File: src/mpfs_pkg.sv
// Package of constants and types for the multiphase fault and enable sequencer.
package mpfs_pkg;

   // Width of the voltage code input.
   localparam int unsigned VCODE_W = 5;
   // Code that signals a no-load condition.
   localparam logic [4:0] VCODE_OFF = 5'h1f;
   // Reference level in millivolts for the all-zeros code.
   localparam logic [10:0] REF_MV_MAX = 11'h73a;
   // Reference step in millivolts per unit of the code.
   localparam logic [10:0] REF_MV_STEP = 11'h019;
   // Width of the reference level output in millivolts.
   localparam int unsigned REF_W = 11;

   // Width of the soft-start and hiccup counters.
   localparam int unsigned SS_W = 11;
   // Last count of an 11-bit counter; a full run spans 2048 phase clocks.
   localparam logic [10:0] SS_LAST = 11'h7ff;
   // Reset value of the soft-start counter.
   localparam logic [10:0] SS_RST = 11'h000;

   // Width of a channel current sample and number of channels.
   localparam int unsigned CUR_W = 10;
   localparam int unsigned NCH = 4;
   // Width of the signed balance correction.
   localparam int unsigned ERR_W = 11;

   // Drive codes of one PWM pin.
   typedef enum logic [1:0]
   {
      MPFS_DRV_HIZ  = 2'b00,
      MPFS_DRV_LOW  = 2'b01,
      MPFS_DRV_RUN  = 2'b10
   } mpfs_drv_t;

   // Sequencer states.
   typedef enum logic [2:0]
   {
      MPFS_ST_OFF   = 3'b000,
      MPFS_ST_SOFT  = 3'b001,
      MPFS_ST_RUN   = 3'b010,
      MPFS_ST_HICC  = 3'b011,
      MPFS_ST_OVLO  = 3'b100,
      MPFS_ST_OVHZ  = 3'b101
   } mpfs_state_t;

endpackage : mpfs_pkg

File: src/mpfs_bal_if.sv
// Interface that carries channel samples and balance corrections.
`timescale 1ns/1ps
interface mpfs_bal_if;
   import mpfs_pkg::*;
   // Per-channel current samples.
   logic [CUR_W-1:0]        sample  [NCH];
   // Active channel mask.
   logic [NCH-1:0]          active;
   // Average of the active channels.
   logic [CUR_W-1:0]        average;
   // Signed pulse-width corrections.
   logic signed [ERR_W-1:0] corr    [NCH];

   modport core (output sample, output active, input average, input corr);
   modport bal  (input sample, input active, output average, output corr);
endinterface : mpfs_bal_if

File: src/mpfs_balance.sv
// Channel current averaging and balance error module.
`timescale 1ns/1ps
module mpfs_balance
(
   // Clock and reset.
   input  wire logic clock_i,
   input  wire logic rst_n_i,
   // Sample and correction carrier.
   mpfs_bal_if.bal   bus
);
   import mpfs_pkg::*;

   // Sum of active samples and count of active channels.
   logic [CUR_W+1:0] sum;
   logic [2:0]       cnt;

   // Adds the active samples; inactive channels do not weigh in.
   always_comb
   begin
      sum = '0;
      cnt = '0;
      for (int i = 0; i < NCH; i++)
      begin
         if (bus.active[i])
         begin
            sum = sum + {2'b00, bus.sample[i]};
            cnt = cnt + 3'h1;
         end
      end
   end

   // The average is registered; a divide by 1..4 is cheap at this width.
   always_ff @(posedge clock_i or negedge rst_n_i)
   begin
      if (!rst_n_i)
         bus.average <= '0;
      else if (cnt != 3'h0)
         bus.average <= CUR_W'(sum / {9'h000, cnt});
      else
         bus.average <= '0;
   end

   // Each active channel's correction is average minus its own sample, so a low channel widens; an inactive channel gets zero.
   genvar g;
   generate
      for (g = 0; g < NCH; g++)
      begin : g_err
         always_ff @(posedge clock_i or negedge rst_n_i)
         begin
            if (!rst_n_i)
               bus.corr[g] <= '0;
            else if (bus.active[g])
               bus.corr[g] <= $signed({1'b0, bus.average}) - $signed({1'b0, bus.sample[g]});
            else
               bus.corr[g] <= '0;
         end
      end
   endgenerate

endmodule : mpfs_balance

File: src/mpfs_sequencer.sv
// Top of the multiphase fault and enable sequencer.
`timescale 1ns/1ps
// How it works
// - Balance each channel toward the active average.
// - Average over 75 uA reference shuts down.
// - Overcurrent shutdown floats every PWM output.
// - Wait 2048 phase clocks, then soft-start.
// - Retry forever until a soft-start succeeds.
// - Code zero gives 1.850, steps 25 mV.
// - All-ones code means shutdown, others restart.
// - Output above 2.1 V drives PWM low.
// - Back at reference level, PWM floats.
// - Each overvoltage recurrence drives low again.
// - Overvoltage latches until supply power cycle.
// - No supply-ok holds outputs floating.
// - Stay shut down until enable above 1.23V.
// - All start conditions true begin soft-start.
// - Soft-start counts 2048 phase clocks.
// - Cycle starts when phase 1 terminates.
module mpfs_sequencer
   import mpfs_pkg::*;
(
   // Clock and reset.
   input  wire logic                     clock_i,
   input  wire logic                     rst_n_i,
   // Comparator results from the analog side.
   input  wire logic                     supply_ok_i,
   input  wire logic                     enable_above_i,
   input  wire logic                     overcurrent_i,
   input  wire logic                     overvoltage_i,
   input  wire logic                     at_reference_i,
   // Phase clock tick, same domain, and voltage code pins.
   input  wire logic                     phase_tick_i,
   input  wire logic [mpfs_pkg::VCODE_W-1:0] voltage_code_i,
   // Channel current samples and active channel mask.
   input  wire logic [mpfs_pkg::CUR_W-1:0]   sample0_i,
   input  wire logic [mpfs_pkg::CUR_W-1:0]   sample1_i,
   input  wire logic [mpfs_pkg::CUR_W-1:0]   sample2_i,
   input  wire logic [mpfs_pkg::CUR_W-1:0]   sample3_i,
   input  wire logic [mpfs_pkg::NCH-1:0]     active_i,
   // Pulse width commands from the modulator, one per channel.
   input  wire logic [mpfs_pkg::NCH-1:0]     pwm_cmd_i,
   // PWM pins: value and output enable.
   output logic [mpfs_pkg::NCH-1:0]          pwm_o,
   output logic [mpfs_pkg::NCH-1:0]          pwm_oe_o,
   // Status and analog-facing outputs.
   output logic [mpfs_pkg::REF_W-1:0]        reference_level_o,
   output logic [mpfs_pkg::CUR_W-1:0]        average_channel_current_o,
   output logic [mpfs_pkg::ERR_W*mpfs_pkg::NCH-1:0] balance_error_o,
   output logic                              soft_start_o,
   output logic [mpfs_pkg::SS_W-1:0]         soft_count_o,
   output logic                              cycle_start_o,
   output logic [2:0]                        state_o
);
   import mpfs_pkg::*;

   // Two-stage synchronisers for the asynchronous comparator and pin inputs.
   logic [4:0]         meta_q;
   logic [4:0]         sync_q;
   logic [VCODE_W-1:0] code_meta_q;
   logic [VCODE_W-1:0] code_q;
   logic               sok;
   logic               en;
   logic               oc;
   logic               ov;
   logic               atref;

   // Only the second stage is read by logic.
   always_ff @(posedge clock_i or negedge rst_n_i)
   begin
      if (!rst_n_i)
      begin
         meta_q      <= '0;
         sync_q      <= '0;
         code_meta_q <= VCODE_OFF;
         code_q      <= VCODE_OFF;
      end
      else
      begin
         meta_q      <= {at_reference_i, overvoltage_i, overcurrent_i, enable_above_i, supply_ok_i};
         sync_q      <= meta_q;
         code_meta_q <= voltage_code_i;
         code_q      <= code_meta_q;
      end
   end

   assign sok   = sync_q[0];
   assign en    = sync_q[1];
   assign oc    = sync_q[2];
   assign ov    = sync_q[3];
   assign atref = sync_q[4];

   // Start conditions all true at once.
   logic code_ok;
   logic start_ok;
   assign code_ok  = (code_q != VCODE_OFF);
   assign start_ok = sok && en && code_ok;

   // Reference level: 1850 mV minus 25 mV per unit of code.
   always_ff @(posedge clock_i or negedge rst_n_i)
   begin
      if (!rst_n_i)
         reference_level_o <= '0;
      else if (code_ok)
         reference_level_o <= REF_W'(REF_MV_MAX - REF_W'(REF_MV_STEP * {6'h00, code_q}));
      else
         reference_level_o <= '0; // Off code selects no reference.
   end

   // Channel balance block shares its signals over the interface.
   mpfs_bal_if bal_if ();
   assign bal_if.sample[0] = sample0_i;
   assign bal_if.sample[1] = sample1_i;
   assign bal_if.sample[2] = sample2_i;
   assign bal_if.sample[3] = sample3_i;
   assign bal_if.active    = active_i;

   mpfs_balance u_bal
   (
      .clock_i (clock_i),
      .rst_n_i (rst_n_i),
      .bus     (bal_if.bal)
   );

   assign average_channel_current_o = bal_if.average;
   genvar gc;
   generate
      for (gc = 0; gc < NCH; gc++)
      begin : g_err_out
         assign balance_error_o[gc*ERR_W +: ERR_W] = bal_if.corr[gc];
      end
   endgenerate

   // State register and the shared 11-bit phase counter.
   mpfs_state_t state_q;
   mpfs_state_t state_d;
   logic [SS_W-1:0] cnt_q;
   logic            cnt_done;
   logic            ov_latch_q;
   assign cnt_done = phase_tick_i && (cnt_q == SS_LAST);

   // Next-state logic; supply loss outranks everything, overvoltage outranks the rest.
   always_comb
   begin
      state_d = state_q;
      unique case (state_q)
         MPFS_ST_OFF:
            if (start_ok && !ov_latch_q)
               state_d = MPFS_ST_SOFT;
         MPFS_ST_SOFT:
            if (oc)
               state_d = MPFS_ST_HICC;
            else if (cnt_done)
               state_d = MPFS_ST_RUN;
         MPFS_ST_RUN:
            if (oc)
               state_d = MPFS_ST_HICC;
         MPFS_ST_HICC:
            if (cnt_done)
               state_d = MPFS_ST_SOFT;
         MPFS_ST_OVLO:
            if (atref && !ov)
               state_d = MPFS_ST_OVHZ;
         MPFS_ST_OVHZ:
            if (ov)
               state_d = MPFS_ST_OVLO;
         default:
            state_d = MPFS_ST_OFF;
      endcase
      if (state_q != MPFS_ST_OVLO && state_q != MPFS_ST_OVHZ)
      begin
         if (!sok || !en || !code_ok)
            state_d = MPFS_ST_OFF;
         if (ov && sok)
            state_d = MPFS_ST_OVLO;
      end
      else if (!sok)
         state_d = MPFS_ST_OFF;
   end

   // State register update.
   always_ff @(posedge clock_i or negedge rst_n_i)
   begin
      if (!rst_n_i)
         state_q <= MPFS_ST_OFF;
      else
         state_q <= state_d;
   end

   // Overvoltage latch clears only when supply-ok drops, so a power cycle is needed.
   always_ff @(posedge clock_i or negedge rst_n_i)
   begin
      if (!rst_n_i)
         ov_latch_q <= 1'b0;
      else if (ov && sok)
         ov_latch_q <= 1'b1;
      else if (!sok)
         ov_latch_q <= 1'b0;
   end

   // Counter restarts on every state change and advances once per phase tick in soft-start and hiccup.
   always_ff @(posedge clock_i or negedge rst_n_i)
   begin
      if (!rst_n_i)
         cnt_q <= SS_RST;
      else if (state_d != state_q)
         cnt_q <= SS_RST;
      else if ((state_q == MPFS_ST_SOFT || state_q == MPFS_ST_HICC) && phase_tick_i)
         cnt_q <= cnt_q + 11'h001;
   end

   // Cycle start pulse: a phase tick during switching terminates phase 1.
   always_ff @(posedge clock_i or negedge rst_n_i)
   begin
      if (!rst_n_i)
         cycle_start_o <= 1'b0;
      else
         cycle_start_o <= phase_tick_i && (state_q == MPFS_ST_RUN || state_q == MPFS_ST_SOFT);
   end

   // PWM pin drive, registered; floating is output enable low.
   genvar gp;
   generate
      for (gp = 0; gp < NCH; gp++)
      begin : g_pwm
         always_ff @(posedge clock_i or negedge rst_n_i)
         begin
            if (!rst_n_i)
            begin
               pwm_o[gp]    <= 1'b0;
               pwm_oe_o[gp] <= 1'b0;
            end
            else
            begin
               unique case (state_d)
                  MPFS_ST_OVLO:
                  begin
                     pwm_o[gp]    <= 1'b0;
                     pwm_oe_o[gp] <= 1'b1;
                  end
                  MPFS_ST_SOFT, MPFS_ST_RUN:
                  begin
                     // Phase 1 is forced low on the cycle-start tick.
                     pwm_o[gp]    <= pwm_cmd_i[gp] && !(gp == 0 && phase_tick_i);
                     pwm_oe_o[gp] <= active_i[gp];
                  end
                  default:
                  begin
                     pwm_o[gp]    <= 1'b0;
                     pwm_oe_o[gp] <= 1'b0;
                  end
               endcase
            end
         end
      end
   endgenerate

   assign soft_start_o = (state_q == MPFS_ST_SOFT);
   assign soft_count_o = cnt_q;
   assign state_o      = state_q;

   // Assertions guarding the sequencing.
   // The pins follow state_d on the same edge as state_q, so they match state_q in the same cycle.
   a_oc_floats: assert property (@(posedge clock_i) disable iff (!rst_n_i)
      (state_q == MPFS_ST_HICC) |-> (pwm_oe_o == '0))
      else $error("PWM driven during hiccup wait");
   a_hicc_to_soft: assert property (@(posedge clock_i) disable iff (!rst_n_i)
      (state_q == MPFS_ST_HICC && cnt_done && sok && en && code_ok && !ov) |=> (state_q == MPFS_ST_SOFT))
      else $error("Hiccup wait did not end in soft-start");
   a_oc_trip: assert property (@(posedge clock_i) disable iff (!rst_n_i)
      (state_q == MPFS_ST_RUN && oc && sok && en && code_ok && !ov) |=> (state_q == MPFS_ST_HICC))
      else $error("Overcurrent did not shut down");
   a_soft_fail: assert property (@(posedge clock_i) disable iff (!rst_n_i)
      (state_q == MPFS_ST_SOFT && oc && sok && en && code_ok && !ov) |=> (state_q == MPFS_ST_HICC))
      else $error("Soft-start trip not treated as failure");
   a_ov_low: assert property (@(posedge clock_i) disable iff (!rst_n_i)
      (ov && sok) |=> (pwm_oe_o == '1 && pwm_o == '0))
      else $error("Overvoltage did not force outputs low");
   a_ov_latched: assert property (@(posedge clock_i) disable iff (!rst_n_i)
      (ov_latch_q && sok) |-> (state_q != MPFS_ST_RUN && state_q != MPFS_ST_SOFT))
      else $error("Normal operation after overvoltage");
   a_nosupply_hiz: assert property (@(posedge clock_i) disable iff (!rst_n_i)
      (!sok) [*2] |=> (pwm_oe_o == '0))
      else $error("Outputs driven without supply-ok");
   a_start_now: assert property (@(posedge clock_i) disable iff (!rst_n_i)
      (state_q == MPFS_ST_OFF && start_ok && !ov_latch_q && !ov) |=> (state_q == MPFS_ST_SOFT))
      else $error("Start-up delayed");
   a_off_code: assert property (@(posedge clock_i) disable iff (!rst_n_i)
      (code_q == VCODE_OFF && !ov_latch_q && !ov) |=> (state_q == MPFS_ST_OFF))
      else $error("All-ones code did not shut down");
   a_ref_decode: assert property (@(posedge clock_i) disable iff (!rst_n_i)
      ($stable(code_q) && code_q == 5'h1e) |=> (reference_level_o == 11'h44c))
      else $error("Reference decode wrong");

   c_soft_done: cover property (@(posedge clock_i) disable iff (!rst_n_i)
      state_q == MPFS_ST_SOFT ##1 state_q == MPFS_ST_RUN);
   c_hiccup: cover property (@(posedge clock_i) disable iff (!rst_n_i)
      state_q == MPFS_ST_HICC ##1 state_q == MPFS_ST_SOFT);
   c_ov_cycle: cover property (@(posedge clock_i) disable iff (!rst_n_i)
      state_q == MPFS_ST_OVHZ ##1 state_q == MPFS_ST_OVLO);

endmodule : mpfs_sequencer

File: config.mk
export PLATFORM = sky130hd
export DESIGN_NAME = mpfs_sequencer
export DESIGN_NICKNAME = d
export VERILOG_FILES = /design/src/mpfs_pkg.sv /design/src/mpfs_bal_if.sv /design/src/mpfs_balance.sv /design/src/mpfs_sequencer.sv
export SDC_FILE = /design/constraint.sdc
export NUM_CORES = 1
export LEC_CHECK = 0
export BUFFER_PORTS_ARGS = -buffer_cell sky130_fd_sc_hd__buf_2
export CORE_MARGIN = 2
export CORE_UTILIZATION = 50
export CTS_BUF_LIST = sky130_fd_sc_hd__clkbuf_4 sky130_fd_sc_hd__clkbuf_8 sky130_fd_sc_hd__clkbuf_16
export CTS_CLUSTER_SIZE = 24
export DETAILED_ROUTE_END_ITERATION = 6
export GPL_ROUTABILITY_DRIVEN = 0
export PLACE_DENSITY = 0.71
export SYNTH_ARGS = -nofsm -noshare
export SYNTH_HDL_FRONTEND = slang
export SYNTH_SLANG_ARGS = --single-unit
File: constraint.sdc
create_clock -name clock_i -period 8.5 [get_ports clock_i]
set_clock_uncertainty 0.05 [all_clocks]
set_input_delay 0.85 -clock clock_i [delete_from_list [all_inputs] [get_ports clock_i]]
set_output_delay 0.85 -clock clock_i [all_outputs]
set_load 0.005 [all_outputs]
==> metrics.md <==
| Metric | Value |
|---|---|
| Status | `complete, but fails checks` |
| Violated checks | `setup timing` |
| CTS tree | `done` |
| Largest net degree at the start of global routing | `63` |
| Layout cells sized above 1 | `about 44%` |
| Number of H-tree levels | `3` |
| WL/cell | `roughly 19 µm` |
| Tightest Pin Transition | `0.786 ns` |
| Placed insts | `1,997` |
| Sequential area share after synthesis | `between 20% and 30%` |
| First-pass GRT wire length | `between 60,000 and 70,000 µm` |
| Clock transition at the registers of the reported paths | `about 0.09 ns` |
| Initial Util | `between 50% and 60%` |
| # clock sinks | `109` |
| Slew headroom | `47.6%` |
| Yosys cell types | `about 100` |
| Yosys reg bits | `109` |
| DP Wirelength | `between 20,000 and 30,000 µm` |
| Ys async rst share | `100%` |
| CP endpoint kind | `flop` |
| Num ports | `150` |
| CP max stage delay | `roughly 0.55 ns` |
| Root Driver | `clkbuf_16` |
| Detailed-route via count | `12,700` |
| Top_reg_cell synth | `dfrtp_1` |
| Synthesis-to-layout area growth | `53.8%` |
| Drt total wl | `a little over 40,000 µm` |
| Clk buf depth | `2` |
| Avg Cell Area, Syn | `between 8 and 9 µm²` |
| Core Util, Final | `approximately 79%` |
| CTS buffer count | `9` |
| Yosys Warn Count | `0` |
| Die ar. | `~0.023 mm²` |
| Die Height | `151 µm` |
| Total congestion overflow | `0` |
| Final worst setup slack | `-12.99 ns` |
| Final Max Slew Viols | `0` |
| Number of flops mapped to enable cells by yosys | `0` |
| R2R setup slack | `5.30 ns` |
| Vias in the first global route | `roughly 13,000` |
| Die Width | `between 150 and 200 µm` |
| Max Cap Violations | `0` |
| Synthesized area | `0.0108 mm²` |
| Site Rows | `53` |
| Most common cell after layout, fill and taps aside | `buf_4` |
| Final setup vio count | `9` |
| Arrival @ worst endpoint | `~22 ns` |
| Worst min path class | `reg2reg` |
| Fill count | `~1,300` |
| Min Tclk post-route | `21.49 ns` |
| Critical path type | `in2reg` |
| Final period util | `253%` |
| Syn nets | `roughly 1,500` |
| Drt drc | `0` |
| Total count of hold-check failures in the final report | `0` |
| GR Util All Layers | `roughly a third` |
| Core Area | `roughly 0.021 mm²` |
| Unrepaired setup endpoints after global routing | `yes` |
| Crit start category | `input port` |
| IO buf count | `149` |
| # nets final | `around 2,100` |
| Slowest cell on crit path | `or4b_4` |
| Via density | `a little under 6` |
| Pre-CTS setup slack | `-12.86 ns` |
| DR iter-0 viols | `~1,000` |
| Most frequent cells in the layout | `buf_4, buf_2, nor2_1` |
| Initial antenna violation count | `3` |
| Worst skew pair latency | `about 0.37 ns` |
| DRT Pass-1 Iters | `5` |
| Cell count after synthesis | `about 1,300` |
| Antenna Nets Post-Route | `0` |
| Fmax | `roughly 47 MHz` |
| Layout Cells excl Fill | `about 2,200` |
| Critical path peak fanout | `4` |
| Hold buffer count at CTS | `0` |
| Top cell by count, worst path | `buf_4` |
| Setup TNS | `-60.49 ns` |
| CP required | `8.68 ns` |
critical path, delay by kind of cell:
| kind | cells | cell delay (ns) |
|---|---|---|
| AOI/OAI and AO/OA | 45 | 7.27 |
| xor gates and xnor gates | 2 | 0.19 |
| adders and majority gates | 16 | 4.12 |
| buffers and inverters | 20 | 2.28 |
| muxes | 7 | 1.68 |
| and+or+nand+nor | 30 | 5.24 |
final cells by class:
| type | count | area (µm²) | share of cell area (%) |
|---|---|---|---|
| clock inverters | 7 | 77.6 | 0.468 |
| inverters | 98 | 370 | 2.24 |
| well taps | 275 | 344 | 2.08 |
| multi-input cells | 1016 | 8290 | 50.0 |
| clock buffers | 9 | 225 | 1.36 |
| flip-flops and latches | 109 | 2740 | 16.5 |
| diodes | 3 | 7.51 | 0.0453 |
| repair buffers | 641 | 4510 | 27.2 |
sequential cells by signal, indices dropped and copies added, names as in the netlist:
signal             cells
u_bal.bus.corr        44
reference_level_o     11
soft_count_o          11
u_bal.bus.average     10
code_meta_q            5
code_q                 5
meta_q                 5
sync_q                 5
pwm_o                  4
pwm_oe_o               4
state_o                3
cycle_start_o          1
ov_latch_q             1
Yosys cell counts (25+ instances only):
cell | number | share of area, %
a21o_1 | 49 | 3.4
a21oi_1 | 70 | 3.3
and2_1 | 30 | 1.7
dfrtp_1 | 99 | 23
ha_1 | 126 | 15
inv_1 | 95 | 3.3
nand2_1 | 70 | 2.4
nand2b_1 | 31 | 1.8
nand3_1 | 31 | 1.4
nor2_1 | 118 | 4.1
nor2b_1 | 27 | 1.6
nor3_1 | 32 | 1.5
o21a_1 | 25 | 1.7
o21ai_0 | 56 | 2.6
xnor2_1 | 47 | 3.8
metal layers:
metal	routed length, µm	share of wire (%)	track usage [%]
met2	19800	48	58.9
met4	2750	6.7	17.4
met3	2910	7.0	5.12
met5	0	0	0
met1	15800	38	39.0
per-stage QoR:
stage,instance area [µm²],hold slack [ns]
floorplan,11100,0.281
global placement,14700,0.284
detailed placement,14700,0.288
CTS,15900,0.306
global route,16600,0.312
finish,16600,0.303
final timing paths:
check                           depth (start not counted)             from              endpoint
worst min register to register                          0        meta_q[3]             sync_q[3]
max in group asynchronous                               2          rst_n_i  u_bal.bus.average[7]
worst max register to register                         13  soft_count_o[0]              pwm_o[0]
min in group asynchronous                               1          rst_n_i  u_bal.bus.average[2]
worst min-delay path                                    0        meta_q[3]             sync_q[3]
worst max-delay path                                  120      active_i[0]  u_bal.bus.average[0]
repair_timing:
action / in CTS / in global routing
pin swaps: 57 / 62
gates resized for setup: 41 / 60
buffers inserted: 103 / 43
setup endpoints to repair: 8 / 9
cloned: 0 / 0
kinds of logic after synthesis:
group | synth area share (%)
AND/OR/NAND/NOR | 20.1
AO/OA/AOI/OAI | 23.2
adder cells (fa/ha/maj) | 16.5
buffers and inverters | 4.77
flip-flops | 25.4
XOR/XNOR | 5.90
multiplexers | 4.16
Power is not shown: default switching activity piles up to over one toggle a cycle in this logic, so the estimate is an artifact.
